`config.mk`:
```
export PLATFORM = sky130hd
export DESIGN_NAME = bsit_tap
export DESIGN_NICKNAME = d
export VERILOG_FILES = /design/src/bsit_pkg.sv /design/src/bsit_sync.sv /design/src/bsit_tap.sv
export SDC_FILE = /design/constraint.sdc
export NUM_CORES = 1
export LEC_CHECK = 0
export ABC_CLOCK_PERIOD_IN_PS = 3100
export BUFFER_PORTS_ARGS = -buffer_cell sky130_fd_sc_hd__buf_2
export CAP_MARGIN = 20
export CORE_UTILIZATION = 30
export DETAILED_ROUTE_END_ITERATION = 6
export PLACE_DENSITY = 0.43
export SLEW_MARGIN = 20
export SYNTH_ARGS = -nofsm -noshare
export SYNTH_HDL_FRONTEND = slang
export SYNTH_SLANG_ARGS = --single-unit
export TNS_END_PERCENT = 50
```
`constraint.sdc`:
```
create_clock -name core_clk_i -period 3.1 [get_ports core_clk_i]
set_input_delay 0.155 -clock core_clk_i [delete_from_list [all_inputs] [get_ports core_clk_i]]
set_output_delay 0.155 -clock core_clk_i [all_outputs]
set_load 0.05 [all_outputs]
```
`src/bsit_pkg.sv`:
```
// constants, types and tap states for the boundary-scan instruction block
package bsit_pkg;

    // ************************************************************
    // register sizes and codes
    // ************************************************************
    localparam int IR_LEN  = 8;
    localparam int ID_LEN  = 32;
    localparam int BSR_LEN = 113;

    localparam logic [IR_LEN-1:0] IR_EXTEST = 8'h00;
    localparam logic [IR_LEN-1:0] IR_IDCODE = 8'h21;
    localparam logic [IR_LEN-1:0] IR_BYPASS = 8'hFF;
    localparam logic [IR_LEN-1:0] IR_SAMPLE = 8'h05;
    localparam logic [IR_LEN-1:0] IR_CLAMP  = 8'h07;
    localparam logic [IR_LEN-1:0] IR_HIGHZ  = 8'h03;

    // capture-ir pattern, low two bits are 01
    localparam logic [IR_LEN-1:0] IR_CAPTURE_PAT = 8'h01;

    // identification code; value is arbitrary, bit 0 marks presence
    localparam logic [ID_LEN-1:0] ID_CODE_VAL = 32'h0ABC_DEF1;

    // ************************************************************
    // types
    // ************************************************************
    typedef enum logic [15:0] {
        TAP_RESET   = 16'h0001,
        TAP_IDLE    = 16'h0002,
        TAP_SEL_DR  = 16'h0004,
        TAP_CAP_DR  = 16'h0008,
        TAP_SH_DR   = 16'h0010,
        TAP_EX1_DR  = 16'h0020,
        TAP_PAU_DR  = 16'h0040,
        TAP_EX2_DR  = 16'h0080,
        TAP_UPD_DR  = 16'h0100,
        TAP_SEL_IR  = 16'h0200,
        TAP_CAP_IR  = 16'h0400,
        TAP_SH_IR   = 16'h0800,
        TAP_EX1_IR  = 16'h1000,
        TAP_PAU_IR  = 16'h2000,
        TAP_EX2_IR  = 16'h4000,
        TAP_UPD_IR  = 16'h8000
    } bsit_tap_e;

    typedef struct packed {
        logic tck;
        logic tms;
        logic tdi;
    } bsit_jtag_s;

    typedef struct packed {
        logic               tck_q;
        bsit_tap_e          tap;
        logic [IR_LEN-1:0]  ir_sh;
        logic [IR_LEN-1:0]  ir_act;
        logic [BSR_LEN-1:0] bsr_sh;
        logic [BSR_LEN-1:0] bsr_upd;
        logic [ID_LEN-1:0]  id_sh;
        logic               byp;
        logic               tdo;
        logic               tdo_oe;
    } bsit_state_s;

endpackage

```
`src/bsit_sync.sv`:
```
// two-stage synchroniser for signals from outside the core clock domain
`timescale 1ns/100ps
module bsit_sync #(
    parameter int W = 1
) (
    input  wire logic         core_clk_i,
    input  wire logic         rst_n_i,
    input  wire logic [W-1:0] d_i,
    output logic      [W-1:0] q_o
);

    logic [W-1:0] meta_r;

    always_ff @(posedge core_clk_i or negedge rst_n_i) begin
        if (!rst_n_i) begin
            meta_r <= '0;
            q_o    <= '0;
        end else begin
            meta_r <= d_i;
            q_o    <= meta_r;
        end
    end

endmodule

```
`src/bsit_tap.sv`:
```
// tap controller, instruction register and data registers of the test port
`timescale 1ns/100ps
module bsit_tap
    import bsit_pkg::*;
(
    input  wire logic               core_clk_i,
    input  wire logic               rst_n_i,
    input  wire bsit_jtag_s         jtag_i,
    output logic                    tdo_o,
    output logic                    tdo_oe_o,
    input  wire logic [BSR_LEN-1:0] ball_cap_i,
    output logic      [BSR_LEN-1:0] ball_drv_o,
    output logic                    ball_test_o,
    output logic                    ball_highz_o
);

    // ************************************************************
    // synchronisers
    // ************************************************************
    bsit_jtag_s         jtag_s;
    logic [BSR_LEN-1:0] ball_s;

    // pins arrive on the board tester's clock; two flops before any use
    bsit_sync #(.W(3)) u_sync_jtag (
        .core_clk_i (core_clk_i),
        .rst_n_i    (rst_n_i),
        .d_i        (jtag_i),
        .q_o        (jtag_s)
    );

    // balls move on their own clocks; a ball changing near capture may
    // settle either way, so only steady balls give repeatable snapshots
    bsit_sync #(.W(BSR_LEN)) u_sync_ball (
        .core_clk_i (core_clk_i),
        .rst_n_i    (rst_n_i),
        .d_i        (ball_cap_i),
        .q_o        (ball_s)
    );

    // ************************************************************
    // state
    // ************************************************************
    bsit_state_s        st_r;
    bsit_state_s        st_nxt;
    bsit_tap_e          tap_after;
    logic               tck_rise;
    logic               tck_fall;
    logic               op_extest;
    logic               op_sample;
    logic               op_clamp;
    logic               op_highz;
    logic               op_idcode;
    logic               sel_bsr;
    logic               sel_id;
    logic               sel_byp;
    logic [BSR_LEN-1:0] bsr_sin;

    // edges of the synchronised test clock; each phase needs 3 core clocks
    assign tck_rise = jtag_s.tck & ~st_r.tck_q;
    assign tck_fall = ~jtag_s.tck & st_r.tck_q;

    // ************************************************************
    // instruction decode
    // ************************************************************
    assign op_extest = (st_r.ir_act == IR_EXTEST);
    assign op_sample = (st_r.ir_act == IR_SAMPLE);
    assign op_clamp  = (st_r.ir_act == IR_CLAMP);
    assign op_highz  = (st_r.ir_act == IR_HIGHZ);
    assign op_idcode = (st_r.ir_act == IR_IDCODE);

    // data register selection follows the active code only
    assign sel_bsr = op_extest | op_sample;
    assign sel_id  = op_idcode;
    // bypass, clamp, high-z and reserved codes use the one-bit path
    assign sel_byp = ~sel_bsr & ~sel_id;

    // ************************************************************
    // boundary cells
    // ************************************************************
    // each cell shifts from its upper neighbour; the top cell takes tdi
    genvar gi;
    generate
        for (gi = 0; gi < BSR_LEN; gi++) begin : g_cell
            if (gi == BSR_LEN - 1) begin : g_top
                assign bsr_sin[gi] = jtag_s.tdi;
            end else begin : g_low
                assign bsr_sin[gi] = st_r.bsr_sh[gi+1];
            end
        end
    endgenerate

    // ************************************************************
    // tap controller
    // ************************************************************

    function automatic bsit_tap_e tap_next(bsit_tap_e t, logic m);
        bsit_tap_e n;
        n = t;
        case (t)
            TAP_RESET:  n = m ? TAP_RESET  : TAP_IDLE;
            TAP_IDLE:   n = m ? TAP_SEL_DR : TAP_IDLE;
            TAP_SEL_DR: n = m ? TAP_SEL_IR : TAP_CAP_DR;
            TAP_CAP_DR: n = m ? TAP_EX1_DR : TAP_SH_DR;
            TAP_SH_DR:  n = m ? TAP_EX1_DR : TAP_SH_DR;
            TAP_EX1_DR: n = m ? TAP_UPD_DR : TAP_PAU_DR;
            TAP_PAU_DR: n = m ? TAP_EX2_DR : TAP_PAU_DR;
            TAP_EX2_DR: n = m ? TAP_UPD_DR : TAP_SH_DR;
            TAP_UPD_DR: n = m ? TAP_SEL_DR : TAP_IDLE;
            TAP_SEL_IR: n = m ? TAP_RESET  : TAP_CAP_IR;
            TAP_CAP_IR: n = m ? TAP_EX1_IR : TAP_SH_IR;
            TAP_SH_IR:  n = m ? TAP_EX1_IR : TAP_SH_IR;
            TAP_EX1_IR: n = m ? TAP_UPD_IR : TAP_PAU_IR;
            TAP_PAU_IR: n = m ? TAP_EX2_IR : TAP_PAU_IR;
            TAP_EX2_IR: n = m ? TAP_UPD_IR : TAP_SH_IR;
            TAP_UPD_IR: n = m ? TAP_SEL_DR : TAP_IDLE;
            default:    n = TAP_RESET;
        endcase
        return n;
    endfunction

    // state the controller moves to at the coming rising edge of tck
    assign tap_after = tap_next(st_r.tap, jtag_s.tms);

    // ************************************************************
    // next state
    // ************************************************************
    always_comb begin
        st_nxt       = st_r;
        st_nxt.tck_q = jtag_s.tck;
        if (tck_rise) begin
            // actions of the current state, taken on the rising edge
            case (st_r.tap)
                TAP_RESET: begin
                    st_nxt.ir_act = IR_IDCODE;
                end
                TAP_CAP_IR: begin
                    st_nxt.ir_sh = IR_CAPTURE_PAT;
                end
                TAP_SH_IR: begin
                    st_nxt.ir_sh = {jtag_s.tdi,
                                    st_r.ir_sh[IR_LEN-1:1]};
                end
                TAP_UPD_IR: begin
                    st_nxt.ir_act = st_r.ir_sh;
                end
                TAP_CAP_DR: begin
                    if (sel_bsr) begin
                        st_nxt.bsr_sh = ball_s;
                    end else if (sel_id) begin
                        st_nxt.id_sh = ID_CODE_VAL;
                    end else begin
                        st_nxt.byp = 1'b0;
                    end
                end
                TAP_SH_DR: begin
                    if (sel_bsr) begin
                        st_nxt.bsr_sh = bsr_sin;
                    end else if (sel_id) begin
                        st_nxt.id_sh = {jtag_s.tdi,
                                        st_r.id_sh[ID_LEN-1:1]};
                    end else begin
                        st_nxt.byp = jtag_s.tdi;
                    end
                end
                TAP_UPD_DR: begin
                    // preload of the held vector under sample and extest
                    if (sel_bsr) begin
                        st_nxt.bsr_upd = st_r.bsr_sh;
                    end
                end
                default: begin
                end
            endcase
            st_nxt.tap = tap_after;
            // test-logic reset makes identification active on entry
            if (tap_after == TAP_RESET) begin
                st_nxt.ir_act = IR_IDCODE;
            end
        end
        if (tck_fall) begin
            // serial out from the lsb of the selected register
            st_nxt.tdo_oe = (st_r.tap == TAP_SH_IR) ||
                            (st_r.tap == TAP_SH_DR);
            if (st_r.tap == TAP_SH_IR) begin
                st_nxt.tdo = st_r.ir_sh[0];
            end else if (sel_bsr) begin
                st_nxt.tdo = st_r.bsr_sh[0];
            end else if (sel_id) begin
                st_nxt.tdo = st_r.id_sh[0];
            end else if (sel_byp) begin
                st_nxt.tdo = st_r.byp;
            end
        end
    end

    always_ff @(posedge core_clk_i or negedge rst_n_i) begin
        if (!rst_n_i) begin
            st_r.tck_q   <= 1'b0;
            st_r.tap     <= TAP_RESET;
            st_r.ir_sh   <= IR_CAPTURE_PAT;
            st_r.ir_act  <= IR_IDCODE;
            st_r.bsr_sh  <= '0;
            st_r.bsr_upd <= '0;
            st_r.id_sh   <= '0;
            st_r.byp     <= 1'b0;
            st_r.tdo     <= 1'b0;
            st_r.tdo_oe  <= 1'b0;
        end else begin
            st_r <= st_nxt;
        end
    end

    // ************************************************************
    // outputs
    // ************************************************************
    assign tdo_o        = st_r.tdo;
    assign tdo_oe_o     = st_r.tdo_oe;
    assign ball_drv_o   = st_r.bsr_upd;
    assign ball_test_o  = op_extest | op_clamp;
    assign ball_highz_o = op_highz;

endmodule

```
# Yosys cells after proc, flatten, opt, wreduce, memory -nomap -nowiden
# Cells that the tools add are included.
[word_totals] register_bits=526 latchBits=0 ram_bits=0 romBits=0 inputBits=118 output_inout_bits=117 elab_cells=98 n_memories=0
[classes] add_sub_neg=0 multipliers=0 div_mod_pow=0 magnitude_cmp=0 eq_ne=29 shifts=0 n_mux=30 n_bitwise=9 reduce_logical=16
[ops] op="$mux W113" n=2
[ops] op="$pmux W113 S2" n=1
[ops] op="$pmux W16 S12" n=1
[ops] op="$mux W33" n=2
[ops] op="$pmux W33 S2" n=1
[ops] op="$mux W32" n=2
[ops] op="$eq A16 B1 Y1 const B" n=2
[ops] op="$mux W16" n=2
[ops] op="$pmux W8 S2" n=2
[ops] op="$mux W9" n=2
[ops] op="$eq A16 B10 Y1 const B" n=1
[ops] op="$eq A16 B11 Y1 const B" n=1
[ops] op="$eq A16 B12 Y1 const B" n=1
[ops] op="$eq A16 B13 Y1 const B" n=1
[ops] op="$eq A16 B14 Y1 const B" n=1
[ops] op="$eq A16 B15 Y1 const B" n=1
[ops] op="$eq A16 B16 Y1 const B" n=1
[ops] op="$eq A16 B2 Y1 const B" n=1
[ops] op="$eq A16 B3 Y1 const B" n=1
[ops] op="$eq A16 B4 Y1 const B" n=1
[ops] op="$eq A16 B5 Y1 const B" n=1
[ops] op="$eq A16 B6 Y1 const B" n=1
[ops] op="$eq A16 B7 Y1 const B" n=1
[ops] op="$eq A16 B8 Y1 const B" n=1
[ops] op="28 further kinds" n=53

# Logic depth before layout (Yosys ltp)
[depth] word_depth=8 ltp_mapped=10 mapped_depth_nobuf=6

# By module
# From an unflattened synthesis, not the netlist that was laid out.
[hier_totals] hier_cells=1440 area_unflattened_um2=19359.8
[modules_own_cells] module="bsit_tap" n_inst=1 cells_per_inst=1208 area_per_inst_um2=13554.2 seq_area_each_um2=7362.1
[modules_own_cells] module="bsit_sync at u_sync_ball" n_inst=1 cells_per_inst=226 area_per_inst_um2=5655.4 seq_area_each_um2=5655.4
[modules_own_cells] module="bsit_sync at u_sync_jtag" n_inst=1 cells_per_inst=6 area_per_inst_um2=150.1 seq_area_each_um2=150.1

# Worst setup path after synthesis
# OpenSTA, ideal clock, no wires.
[synth_timing] path_type="reg-to-output" start="reg st_r[264] (netlist bit)" end="out ball_highz_o" arrival_ns=2.371 required_time_ns=2.945 setup_slack_ns=0.574 path_stages_with_launch=4 path_buffers=0 cell_sequence="dfrtp_1 -> nor4_1 -> nand2b_1 -> nor4bb_1"
[synth_between] elab_chain_len=1
[synth_lines] item="start, declared" line="bsit_tap.sv:43" text="bsit_state_s st_r;"
[synth_lines] item="start signal, assigned" line="bsit_tap.sv:209" text="st_r <= st_nxt;"
[synth_lines] item="$eq A8 B2 Y1" line="bsit_tap.sv:68" text="assign op_highz = (st_r.ir_act == IR_HIGHZ);"
[synth_lines] item="end, declared" line="bsit_tap.sv:14" text="output logic ball_highz_o"
# No other way between the ends.

# Worst setup path after layout
[layout_timing] start="reg st_r[282] (netlist bit)" end="reg st_r (netlist bit ball_drv_o[27])"
[layout_between] elab_chain_len=2
[layout_lines] item="$eq A16 B9 Y1" line="bsit_tap.sv:132" text="case (st_r.tap)"
[layout_lines] item="$reduce_and A3 Y1 (no source line)"
# No other way between the ends.
# A chain may end at the register's enable or synchronous reset.

==> results.tsv <==
metric	value	unit
seqPwrFrac	47.6	%
hold_class	in -> async	
drt_first_iter_violations	646	
clk_pin_slew	0.06	ns
antenna_found_initial	4	
grt_pass1_vias	11900	
fin_crit	2.79	ns
synth_top_area_cell	dfrtp_1	
maxSlewViolCount	0	
netlist_instances	1454	
relSlewSlack	44.1	%
clock-sinks	526	
synth_edf_count	0	
setup_violations	0	
track_usage	13.2	%
placementRows	93	
routed_wl	42100	um
critPathKind	reg -> reg	
netlist_area	0.0195	sq mm
synth_seq_cells	526	
nets	1829	
cts_tree	built	
cts_buffers	59	
arrival	3.28	ns
cts.htree.levels	2	
rsz0062_at_grt	false	
grt_max_degree	141	
drive_above_1_share	25.8	%
power_switching	0.00335	W
skew	0.0165	ns
max-vdd-ir-drop	0.403	mV
ff2ff_path_depth	5	
crit_path_max_fanout	30	
worst_setup_path_end_kind	register	
final_cells	2613	
synthArstFlopShare	100	%
hold_viol_final	0	
dr.pass1.iters	5	
tightest_slew	0.839	ns
die_y	257	um
swShare	22.2	%
yosys.area.top_type_share	67.1	%
ctsResizeCount	0	
cts_root_buf	clkbuf_16	
area_delta_synth_final	23.2	%
synth_common_cells	522 x dfrtp_1, 172 x nand2_1, 129 x buf_4	
ys_types	54	
avgViaCountPerCell	4.28	
start_util	30.3	%
setup_ws	0.309	ns
ioPinCount	235	
syn-mean-instance-area	13.4	sq um
clock_latency	0.61	ns
fillers	6211	
routedWlPerCell	16.1	um
yosysSeqAreaShare	67.6	%
num_vias	11200	
dp_hpwl	26700	um
required	3.59	ns
placedCellCount	2388	
p_leak	11.2	nW
dieArea	0.0659	sq mm
grt_overflow	0	
grt_pass1_wl	68800	um
yosysMostFrequentCell	dfrtp_1	
drc	0	
clock_power_share	47.4	%
gp_congestion	0.820	
cap_violations	0	
fin_crit_sh	90.0	%
clk_path_buf_depth	3	
outcome	completed	
die_w	257	um
power.internal	0.0117	W
postRouteAntennaNets	0	
startpoint_type	register	
ys.flop_type	dfrtp_1	
combPwrFrac	5.0	%
syn-num-nets	1572	
dp_slack	0.284	ns
max_freq	358	MHz
core_area	0.0643	sq mm
setup-tns-final	0	ns
synthTopCellsByArea	dfrtp_1 67%, mux2i_1 5.8%, buf_4 5.0%, mux2_2 4.3%, nand2_1 3.3%	
power.density_cell_area	629	mW/mm^2
io_buffers	234	
whs	0.0766	ns
post-route-util	37.3	%
yosysWarnings	0	
## metrics by stage
step	area (sq um)	total power, W
3_3_place_gp	20800	0.00795
4_1_cts	24000	0.0154
5_1_grt	24000	0.0157
3_5_place_dp	20800	0.00796
2_1_floorplan	19500	0.00759
6_report	24000	0.0151
## flip-flops by register name, indices dropped and copies added (netlist names)
signal              cells
ball_drv_o            113
u_sync_ball.q_o       113
st_r                   67
tdo_o                   1
u_sync_ball.meta_r    113
tdo_oe_o                1
bsr_sin               112
u_sync_jtag.q_o         3
u_sync_jtag.meta_r      3
## worst max-delay path: stages (launching register included)
cell	delay, ns
dfrtp_1	0.50
nor4_4	0.52
nand4b_1	0.38
nor2_4	0.60
buf_12	0.30
mux2_2	0.36
## final timing paths
path | startpoint | slack, ns | to
hold / removal | rst_n_i | 0.08 | ball_drv_o[84]
max in group asynchronous | rst_n_i | 1.85 | ball_drv_o[41]
min in group core_clk_i | ball_cap_i[13] | 0.18 | u_sync_ball.meta_r[13]
setup reg to reg | st_r[282] | 0.31 | ball_drv_o[27]
hold reg to reg | u_sync_ball.meta_r[60] | 0.34 | u_sync_ball.q_o[60]
setup / recovery | st_r[282] | 0.31 | ball_drv_o[27]
## cell type report
type / instances / area (sq um) / share of cell area, %
flip-flops and latches: 526 / 13200 / 54.9
multi-input cells: 734 / 5000 / 20.8
repair buffers: 385 / 2730 / 11.4
clock buffers: 84 / 1680 / 7.00
well taps: 855 / 1070 / 4.46
clock inverters: 22 / 314 / 1.31
inverters: 5 / 18.8 / 0.0782
diodes: 2 / 5.00 / 0.0209
## repair_timing
action / 4_1_cts / 5_1_grt
buffers inserted: 0 / 0
endpoints found under the hold margin: 178 / 0
hold buffers: 117 / 0
## layout by cell type, fill, tap and decap left out, types with 42 or more instances in the layout
cell type / synthesis / final
buf_2: 21 / 233
clkbuf_16: 0 / 59
dfrtp_1: 522 / 522
dlygate4sd3_1: 0 / 117
mux2_2: 75 / 75
mux2i_1: 113 / 113
nand2_1: 172 / 172
nor2_1: 51 / 51
o21ai_0: 98 / 98
o21ai_1: 42 / 42
## layer usage
layer / GRT usage [%] / share of wire (%) / vias to the layer above
li1: - / - / 5335
met1: 17.9 / 46 / 5561
met2: 20.7 / 47 / 203
met3: 2.86 / 4.8 / 83
met4: 4.56 / 2.5 / 4
met5: 0 / 0.081 / -
## power groups by stage
stage / clock network [W] / logic (W) / registers (W)
2_1_floorplan: 0 / 0.000347 / 0.00725
3_3_place_gp: 0 / 0.000652 / 0.00729
3_5_place_dp: 0 / 0.000658 / 0.00730
4_1_cts: 0.00744 / 0.000780 / 0.00718
5_1_grt: 0.00769 / 0.000856 / 0.00720
6_report: 0.00715 / 0.000761 / 0.00718
## cell families (layout without fill, tap and decap cells)
| logic type | count (synthesis) | count (layout) | synth area share, % |
|---|---|---|---|
| AOI/OAI and AO/OA | 165 | 165 | 4.50 |
| xor gates and xnor gates | 10 | 10 | 0.450 |
| buffers and inverters | 194 | 496 | 6.81 |
| DFF | 526 | 526 | 67.6 |
| muxes | 227 | 227 | 12.4 |
| other | 0 | 2 | 0 |
| and+or+nand+nor | 332 | 332 | 8.22 |
Note: power is estimated with default switching activity, not from simulation.
